File: config.mk
export PLATFORM = sky130hd
export DESIGN_NAME = tio_top
export DESIGN_NICKNAME = d
export VERILOG_FILES = /design/src/core/tio_pkg.sv /design/src/core/tio_chan_if.sv /design/src/core/tio_chan_a.sv /design/src/core/tio_top.sv
export SDC_FILE = /design/constraint.sdc
export NUM_CORES = 1
export LEC_CHECK = 0
export ABC_AREA = 1
export BUFFER_PORTS_ARGS = -buffer_cell sky130_fd_sc_hd__buf_2
export CAP_MARGIN = 10
export CELL_PAD_IN_SITES_DETAIL_PLACEMENT = 1
export CELL_PAD_IN_SITES_GLOBAL_PLACEMENT = 2
export CORE_MARGIN = 2
export CORE_UTILIZATION = 31
export CTS_BUF_LIST = sky130_fd_sc_hd__clkbuf_8
export DETAILED_ROUTE_END_ITERATION = 8
export HOLD_SLACK_MARGIN = 0.08
export PLACE_DENSITY = 0.82
export SYNTH_ARGS = -nofsm -noshare
export SYNTH_HDL_FRONTEND = slang
export SYNTH_SLANG_ARGS = --single-unit
File: constraint.sdc
create_clock -name clk_i -period 1.7 [get_ports clk_i]
set_input_delay 0.17 -clock clk_i [delete_from_list [all_inputs] [get_ports clk_i]]
set_output_delay 0.17 -clock clk_i [all_outputs]
set_load 0.02 [all_outputs]
File: src/core/tio_pkg.sv
package tio_pkg;
   // ==========================================
   // Widths and counter limits
   localparam int CNT_W = 16;
   localparam logic [15:0] CNT_MAX = 16'hFFFF;
   localparam logic [15:0] CNT_ZERO = 16'h0000;
   localparam logic [15:0] GRA_RST = 16'hFFFF;
   localparam logic [3:0] IOC_RST = 4'h0;
   // ==========================================
   // Register offsets, byte addresses
   localparam logic [7:0] OFF_IOC1 = 8'h00;
   localparam logic [7:0] OFF_IOC2 = 8'h04;
   localparam logic [7:0] OFF_GRA1 = 8'h20;
   localparam logic [7:0] OFF_GRA2 = 8'h24;
   localparam logic [7:0] OFF_IEN [3] = '{8'h08, 8'h0C, 8'h10};
   localparam logic [7:0] OFF_STS [3] = '{8'h14, 8'h18, 8'h1C};
   // ==========================================
   // Enable and status layouts
   localparam logic [7:0] IEN_RST = 8'h40;
   localparam logic [7:0] IEN_FIXED = 8'h40;
   localparam logic [7:0] IEN_MASK0 = 8'h1F;
   localparam logic [7:0] IEN_MASK12 = 8'h33;
   localparam logic [5:0] FLG_RST = 6'h00;
   localparam int B_UNF = 5;
   localparam int B_OVF = 4;
   localparam int B_CMPD = 3;
   localparam int B_CMPC = 2;
   localparam int B_CMPB = 1;
   localparam int B_CMPA = 0;
endpackage : tio_pkg

File: src/core/tio_chan_if.sv
`timescale 1ns/10ps
`default_nettype none
interface tio_chan_if;
   logic [3:0] ctrl;
   logic ctrl_wr;
   logic [15:0] cnt;
   logic gra_wr;
   logic [15:0] gra_wdata;
   logic pin_raw;
   logic [15:0] gra;
   logic pin_out;
   logic pin_oe;
   logic match_evt;
   modport ctl (output ctrl, ctrl_wr, cnt, gra_wr, gra_wdata, pin_raw,
                input gra, pin_out, pin_oe, match_evt);
   modport ch (input ctrl, ctrl_wr, cnt, gra_wr, gra_wdata, pin_raw,
               output gra, pin_out, pin_oe, match_evt);
endinterface : tio_chan_if
`default_nettype wire

File: src/core/tio_chan_a.sv
`timescale 1ns/10ps
`default_nettype none
module tio_chan_a #(
   parameter bit CAP_B2_IGNORED = 1'b1
) (
   input wire logic clk_i,
   input wire logic rst_i,
   tio_chan_if.ch ch
);
   import tio_pkg::*;
   // ==========================================
   // Pin synchroniser and edge detect
   logic pin_s1_reg;
   logic pin_s2_reg;
   logic pin_s3_reg;
   logic pin_reg;
   logic evt_reg;
   logic [15:0] gra_reg;
   wire out_mode = !ch.ctrl[3];
   wire out_on = out_mode && (ch.ctrl[1:0] != 2'b00);
   // Prohibited code in the channel without a don't-care bit captures nothing
   wire cap_mode = ch.ctrl[3] && (CAP_B2_IGNORED || !ch.ctrl[2]);
   wire rise = pin_s2_reg && !pin_s3_reg;
   wire fall = !pin_s2_reg && pin_s3_reg;
   wire edge_sel = ch.ctrl[1] ? (rise || fall) : (ch.ctrl[0] ? fall : rise);
   wire cap_edge = cap_mode && edge_sel;
   wire hit = out_on && (ch.cnt == gra_reg);
   always_ff @(posedge clk_i) begin
      pin_s1_reg <= ch.pin_raw;
      pin_s2_reg <= pin_s1_reg;
      pin_s3_reg <= pin_s2_reg;
   end
   // ==========================================
   // Compare output and capture register
   always_ff @(posedge clk_i) begin
      if (rst_i) begin
         pin_reg <= 1'b0;
         evt_reg <= 1'b0;
         gra_reg <= GRA_RST;
      end else begin
         evt_reg <= hit || cap_edge;
         if (cap_edge) begin
            gra_reg <= ch.cnt;
         end else if (ch.gra_wr) begin
            gra_reg <= ch.gra_wdata;
         end
         if (ch.ctrl_wr && out_mode) begin
            pin_reg <= ch.ctrl[2];
         end else if (hit) begin
            case (ch.ctrl[1:0])
               2'b01: pin_reg <= 1'b0;
               2'b10: pin_reg <= 1'b1;
               2'b11: pin_reg <= !pin_reg;
               default: pin_reg <= pin_reg;
            endcase
         end
      end
   end
   assign ch.gra = gra_reg;
   assign ch.pin_out = pin_reg;
   assign ch.pin_oe = out_on;
   assign ch.match_evt = evt_reg;
endmodule : tio_chan_a
`default_nettype wire

File: src/core/tio_top.sv
// Function
// - Compare match drives pin low, high, toggle
// - Initial level from bit2; code 00 disables
// - Top bit set: capture on selected edge; channel 1 with bit2 set captures nothing
// - Three enable registers reset to 0x40
// - Enable bit 7 reads 0
// - Enable bit 6 reads 1
// - Bit 5 gates underflow request, channels 1-2
// - Channel 0 bit 5 reserved, reads 0
// - Bit 4 gates overflow request
// - Channel 0 bit 3 gates compare D
// - Channel 0 bit 2 gates compare C
// - Channels 1-2 bits 3,2 reserved zero
// - Bit 1 gates compare B request
// - Bit 0 gates compare A request
// - Request only while flag and enable set
// - Counter wraps set overflow flags, and underflow flags on channels 1-2 only
// - Compare match or capture sets flag
// - Flag clears on read-1 then write-0
`timescale 1ns/10ps
`default_nettype none
module tio_top (
   input wire logic clk_i,
   input wire logic rst_i,
   input wire logic [7:0] adr_i,
   input wire logic [31:0] dat_i,
   output logic [31:0] dat_o,
   input wire logic we_i,
   input wire logic [3:0] sel_i,
   input wire logic cyc_i,
   input wire logic stb_i,
   output logic ack_o,
   input wire logic [2:0][tio_pkg::CNT_W-1:0] channel_counter_i,
   input wire logic [2:0] count_up_i,
   input wire logic cmp_a0_evt_i,
   input wire logic [2:0] cmp_b_evt_i,
   input wire logic cmp_c_evt_i,
   input wire logic cmp_d_evt_i,
   input wire logic [1:0] pin_a_i,
   output logic [1:0] pin_a_o,
   output logic [1:0] pin_a_oe_o,
   output logic [2:0] overflow_irq_req_o,
   output logic [2:0] underflow_irq_req_o,
   output logic [2:0] cmp_a_irq_req_o,
   output logic [2:0] cmp_b_irq_req_o,
   output logic cmp_c_irq_req_o,
   output logic cmp_d_irq_req_o
);
   import tio_pkg::*;
   // ==========================================
   // Wishbone slave: ack one cycle after the request
   logic ack_reg;
   logic [7:0] rd_next;
   logic [31:0] dat_reg;
   wire req = cyc_i && stb_i;
   wire take = req && ack_reg;
   wire wr_take = take && we_i && sel_i[0];
   wire rd_take = take && !we_i;
   always_ff @(posedge clk_i) begin
      if (rst_i) begin
         ack_reg <= 1'b0;
         dat_reg <= 32'h00000000;
      end else begin
         ack_reg <= req && !ack_reg;
         if (req && !ack_reg) begin
            dat_reg <= {24'h000000, rd_next};
         end
      end
   end
   assign ack_o = ack_reg;
   assign dat_o = dat_reg;
   // ==========================================
   // Pin control registers for channels 1 and 2
   logic [3:0] ioc_reg [1:2];
   logic [1:2] ioc_wr_d_reg;
   logic [7:0] ien_rd [3];
   logic [7:0] sts_rd [3];
   logic [5:0] flags [3];
   logic [5:0] set_vec [3];
   logic [7:0] ien_q [3];
   logic [15:0] gra_q [1:2];
   logic [1:2] chan_evt;
   wire wr_ioc1 = wr_take && (adr_i == OFF_IOC1);
   wire wr_ioc2 = wr_take && (adr_i == OFF_IOC2);
   always_ff @(posedge clk_i) begin
      if (rst_i) begin
         ioc_reg[1] <= IOC_RST;
         ioc_reg[2] <= IOC_RST;
         ioc_wr_d_reg <= 2'b00;
      end else begin
         // Pulse follows the store so the channel sees the new code
         ioc_wr_d_reg <= {wr_ioc1, wr_ioc2};
         if (wr_ioc1) begin
            ioc_reg[1] <= dat_i[3:0];
         end
         if (wr_ioc2) begin
            ioc_reg[2] <= dat_i[3:0];
         end
      end
   end
   // ==========================================
   // Read data selection
   always_comb begin
      rd_next = 8'h00;
      case (adr_i)
         OFF_IOC1: rd_next = {4'h0, ioc_reg[1]};
         OFF_IOC2: rd_next = {4'h0, ioc_reg[2]};
         OFF_IEN[0]: rd_next = ien_rd[0];
         OFF_IEN[1]: rd_next = ien_rd[1];
         OFF_IEN[2]: rd_next = ien_rd[2];
         OFF_STS[0]: rd_next = sts_rd[0];
         OFF_STS[1]: rd_next = sts_rd[1];
         OFF_STS[2]: rd_next = sts_rd[2];
         default: rd_next = 8'h00;
      endcase
   end
   // ==========================================
   // Per-channel flags, enables and requests
   for (genvar c = 0; c < 3; c++) begin : g_ch
      localparam logic [7:0] MASK = (c == 0) ? IEN_MASK0 : IEN_MASK12;
      logic [7:0] ien_reg;
      logic [5:0] flag_reg;
      logic [5:0] seen_reg;
      logic [15:0] prev_reg;
      wire [15:0] cnt = channel_counter_i[c];
      wire ovf = (prev_reg == CNT_MAX) && (cnt == CNT_ZERO);
      wire unf = (c != 0) && (prev_reg == CNT_ZERO) && (cnt == CNT_MAX);
      wire wr_ien = wr_take && (adr_i == OFF_IEN[c]);
      wire wr_sts = wr_take && (adr_i == OFF_STS[c]);
      wire rd_sts = rd_take && (adr_i == OFF_STS[c]);
      // Only a zero written after the flag was read as one clears it
      wire [5:0] clr = {6{wr_sts}} & ~dat_i[5:0] & seen_reg;
      wire [5:0] flag_next = set_vec[c] | (flag_reg & ~clr);
      if (c == 0) begin : g_set0
         assign set_vec[c] = {1'b0, ovf, cmp_d_evt_i, cmp_c_evt_i,
                              cmp_b_evt_i[c], cmp_a0_evt_i};
      end else begin : g_set12
         assign set_vec[c] = {unf, ovf, 2'b00, cmp_b_evt_i[c], chan_evt[c]};
      end
      always_ff @(posedge clk_i) begin
         if (rst_i) begin
            ien_reg <= IEN_RST;
            flag_reg <= FLG_RST;
            seen_reg <= FLG_RST;
            prev_reg <= CNT_ZERO;
         end else begin
            prev_reg <= cnt;
            flag_reg <= flag_next;
            // Arm only what the read really returned, not a flag set meanwhile
            if (rd_sts) begin
               seen_reg <= dat_reg[5:0];
            end else if (wr_sts) begin
               seen_reg <= FLG_RST;
            end
            if (wr_ien) begin
               ien_reg <= (dat_i[7:0] & MASK) | IEN_FIXED;
            end
         end
      end
      // Reserved enable bits are forced by the mask on every read
      assign ien_rd[c] = (ien_reg & MASK) | IEN_FIXED;
      assign sts_rd[c] = {(c == 0) ? 1'b1 : count_up_i[c], 1'b1, flag_reg};
      assign flags[c] = flag_reg;
      assign ien_q[c] = ien_rd[c];
      assign overflow_irq_req_o[c] = flag_reg[B_OVF] && ien_rd[c][B_OVF];
      assign underflow_irq_req_o[c] = flag_reg[B_UNF] && ien_rd[c][B_UNF];
      assign cmp_b_irq_req_o[c] = flag_reg[B_CMPB] && ien_rd[c][B_CMPB];
      assign cmp_a_irq_req_o[c] = flag_reg[B_CMPA] && ien_rd[c][B_CMPA];
   end
   assign cmp_d_irq_req_o = flags[0][B_CMPD] && ien_rd[0][B_CMPD];
   assign cmp_c_irq_req_o = flags[0][B_CMPC] && ien_rd[0][B_CMPC];
   // ==========================================
   // Channel A compare and capture, channels 1 and 2
   for (genvar c = 1; c < 3; c++) begin : g_a
      tio_chan_if cif ();
      assign cif.ctrl = ioc_reg[c];
      assign cif.ctrl_wr = ioc_wr_d_reg[c];
      assign cif.cnt = channel_counter_i[c];
      assign cif.gra_wr = wr_take && (adr_i == ((c == 1) ? OFF_GRA1 : OFF_GRA2));
      assign cif.gra_wdata = dat_i[15:0];
      assign cif.pin_raw = pin_a_i[c-1];
      assign pin_a_o[c-1] = cif.pin_out;
      assign pin_a_oe_o[c-1] = cif.pin_oe;
      assign chan_evt[c] = cif.match_evt;
      assign gra_q[c] = cif.gra;
      // Channel 1 has no don't-care bit: its prohibited code captures nothing
      tio_chan_a #(
         .CAP_B2_IGNORED(c == 2)
      ) u_chan (
         .clk_i(clk_i),
         .rst_i(rst_i),
         .ch(cif.ch)
      );
   end
endmodule : tio_top
`default_nettype wire

==> impl_metrics.csv <==
group,metric,value,unit
run_status,status,"completed",
cells_and_area,final_nets,1344,
routing,drc_errors,0,
synthesis,ys_seq_area_frac,0.445,
global_routing,grt_use_met3,0.0402,
sta,setup_viol,0,
clock_tree,cts_max_path_buffers,2,
synthesis,synthTopCellsByCount,"303 x nand2_1, 150 x dfxtp_1, 117 x inv_1, 110 x nor2_1, 57 x a21oi_1",
sta,rsz0062_at_grt,"yes",
synthesis,yosys-top-cells-area,"dfxtp_1 41%, nand2_1 16%, inv_1 6.0%",
sta,fmax,607,MHz
cells_and_area,nFillCells,2981,
cells_and_area,diodes,0,
synthesis,synth_seq_cells,158,
place,place_area,0.00824,mm²
critical_path,path_max_fanout,8,
sta,period_share,0.969,
critical_path,ff2ff_setup_slack,0.05,ns
critical_path,slowest_delay,0.35,ns
global_routing,grt_util_met1,0.263,
clock_tree,clkTransAtPathRegs,0.10,ns
global_routing,grt_max_degree,67,
place,dp_hpwl,17400,µm
sta,fin_skew,0.0152,ns
clock_tree,cts.sinks,158,
synthesis,syn_area,0.00730,mm²
routing,drt_pre_antenna_iters,5,
clock_tree,clk_latency,0.46,ns
critical_path,critPathRequiredTime,2.04,ns
global_routing,antenna_found_initial,0,
place,portBuffers,113,
cells_and_area,drive_gt1_frac,0.182,
floorplan,initial_core_util,0.314,
clock_tree,cts_tree,"done",
global_routing,grt_overflow,0,
routing,first_iter_violations,315,
global_routing,track_usage,0.199,
sta,finalHoldViolCount,0,
clock_tree,cts_root_buf,"clkbuf_8",
job,maxCapViolations,0,
synthesis,synth_top_flop_cell,"dfxtp_1",
synthesis,synth.distinct_cells,37,
sta,finalSetupTns,0,ns
critical_path,worst_setup_path_end_kind,"flip-flop",
synthesis,syn_avg_cell_area,7.10,µm²
place,place.gp.congestion,0.784,
sta,fin_crit,1.65,ns
sta,drv_slew,0,
synthesis,synth_top_area_cell,"dfxtp_1",
global_routing,grt_pass1_vias,7203,
power,peakVddDrop,0.416,mV
global_routing,use_met2,0.334,
critical_path,path_cells,"inv_2 > ha_1 > a21oi_2 > o211ai_4 > nand2_4 > clkinvlp_4 > nand2_1 > nand3_1",
routing,post_drt_wl_per_cell,15.3,µm
cells_and_area,utilization,0.407,
synthesis,synth_edf_count,8,
synthesis,synth_top_area_frac,0.412,
cells_and_area,largest_reg_flops,48,
floorplan,design.core.area,0.0233,mm²
power,power.total,7.73,mW
clock_tree,cts_buffers,17,
routing,viasPerCell,4.59,
hold_path,min_path_type,"input pin to flip-flop",
synthesis,async_reset_ff_frac,0,
routing,ant_nets,0,
cells_and_area,design_area,0.00946,mm²
global_routing,grt_pass1_wl,37800,µm
routing,routed_wirelength,24000,µm
floorplan,chipHeight,157,µm
synthesis,yosysWarnings,0,
clock_tree,htree_num_levels,4,
synthesis,syn_inst,1027,
routing,vias,7179,
floorplan,rows,56,
floorplan,design.die.area,0.0248,mm²
floorplan,die_w,157,µm
critical_path,crit_type,"flip-flop to flip-flop",
critical_path,slowest_stage,"dfxtp_2",
critical_path,startpoint_type,"flip-flop",
power,p_leak,4.57,nW
power,cellPowerDensity,818,mW/mm²
critical_path,cp.arrival,1.99,ns
global_routing,top_usage_layer,"met2",
synthesis,synth_most_common_cell,"nand2_1",
cells_and_area,syn_to_final_growth,29.6,%
floorplan,io_pins,159,
-- metrics by stage --
stage / setup slack, ns / instances / hold WS [ns]
floorplan: 0.168 / 1051 / 0.198
global placement: 0.0349 / 1453 / 0.275
detailed placement: -0.00921 / 1453 / 0.282
CTS: 0.00229 / 1558 / 0.160
global route: -0.0403 / 1564 / 0.180
finish: 0.0529 / 1564 / 0.186
-- worst paths after layout --
| check | end | cells past startpoint | startpoint |
|---|---|---|---|
| max | g_a[2].u_chan.ch.gra[9] | 8 | g_a[2].u_chan.pin_s3_reg |
| min reg2reg | g_a[2].u_chan.pin_s2_reg | 0 | g_a[2].u_chan.pin_s1_reg |
| min | g_ch[1].ien_reg[4] | 3 | dat_i[4] |
| max reg2reg | g_a[2].u_chan.ch.gra[9] | 8 | g_a[2].u_chan.pin_s3_reg |
-- cells in the final DEF (no fill, tap or decap), drive strengths merged, types with 3 or more instances in the layout --
cell / n
conb: 25
edfxtp: 8
dlygate4sd3: 73
nand2: 307
a31oi: 5
nor3: 3
nand3: 49
o211ai: 9
or2: 4
a21oi: 57
ha: 4
clkinv: 7
dfxtp: 150
buf: 144
o21ai: 56
nor4: 16
xnor2: 11
clkinvlp: 3
nand4: 32
inv: 130
nor2: 125
clkbuf: 19
-- routing by layer --
layer,share of wire,up-vias
met5,0,-
met2,0.47,166
met4,0.011,0
met1,0.47,3374
met3,0.045,22
li1,-,3617
-- worst max-delay path, delay by kind of cell (launching register included) --
kind	cells	cell delay [ns]
buf+inv	2	0.24
flops	1	0.35
fa+ha+maj	1	0.28
simple gates	3	0.34
compound gates	2	0.32
-- final cells by class --
class	instances	area, µm²	area share
well taps	319	399	0.0422
repair buffers	217	1570	0.166
clock buffers	19	262	0.0277
flip-flops and latches	158	3250	0.343
multi-input cells	709	3350	0.355
clock inverters	13	136	0.0144
inverters	129	490	0.0519
-- repair_timing --
item,4_1_cts,5_1_grt
setup endpoints to repair,6,26
gates cloned,0,2
pin swaps,0,7
buffers inserted,0,4
endpoints found under the hold margin,87,0
gates resized for setup,2,18
hold buffers,73,0
-- cell families after synthesis --
logic type               Yosys count  share of synthesized area
AND/OR/NAND/NOR                  538                      0.326
buffers and inverters            184                      0.112
flip-flops                       158                      0.445
AO/OA/AOI/OAI                    128                     0.0928
XOR/XNOR                          13                     0.0156
adder cells (fa/ha/maj)            4                    0.00686
other                              1                   0.000514
multiplexers                       1                    0.00137
-- power breakdown --
group / leakage, nW / switching (mW) / internal (mW)
clock network: 0.205 / 1.50 / 1.39
logic: 3.05 / 0.536 / 0.377
registers: 1.31 / 0.0742 / 3.85
total: 4.57 / 2.11 / 5.62
Power figures use the tool's default switching activity.
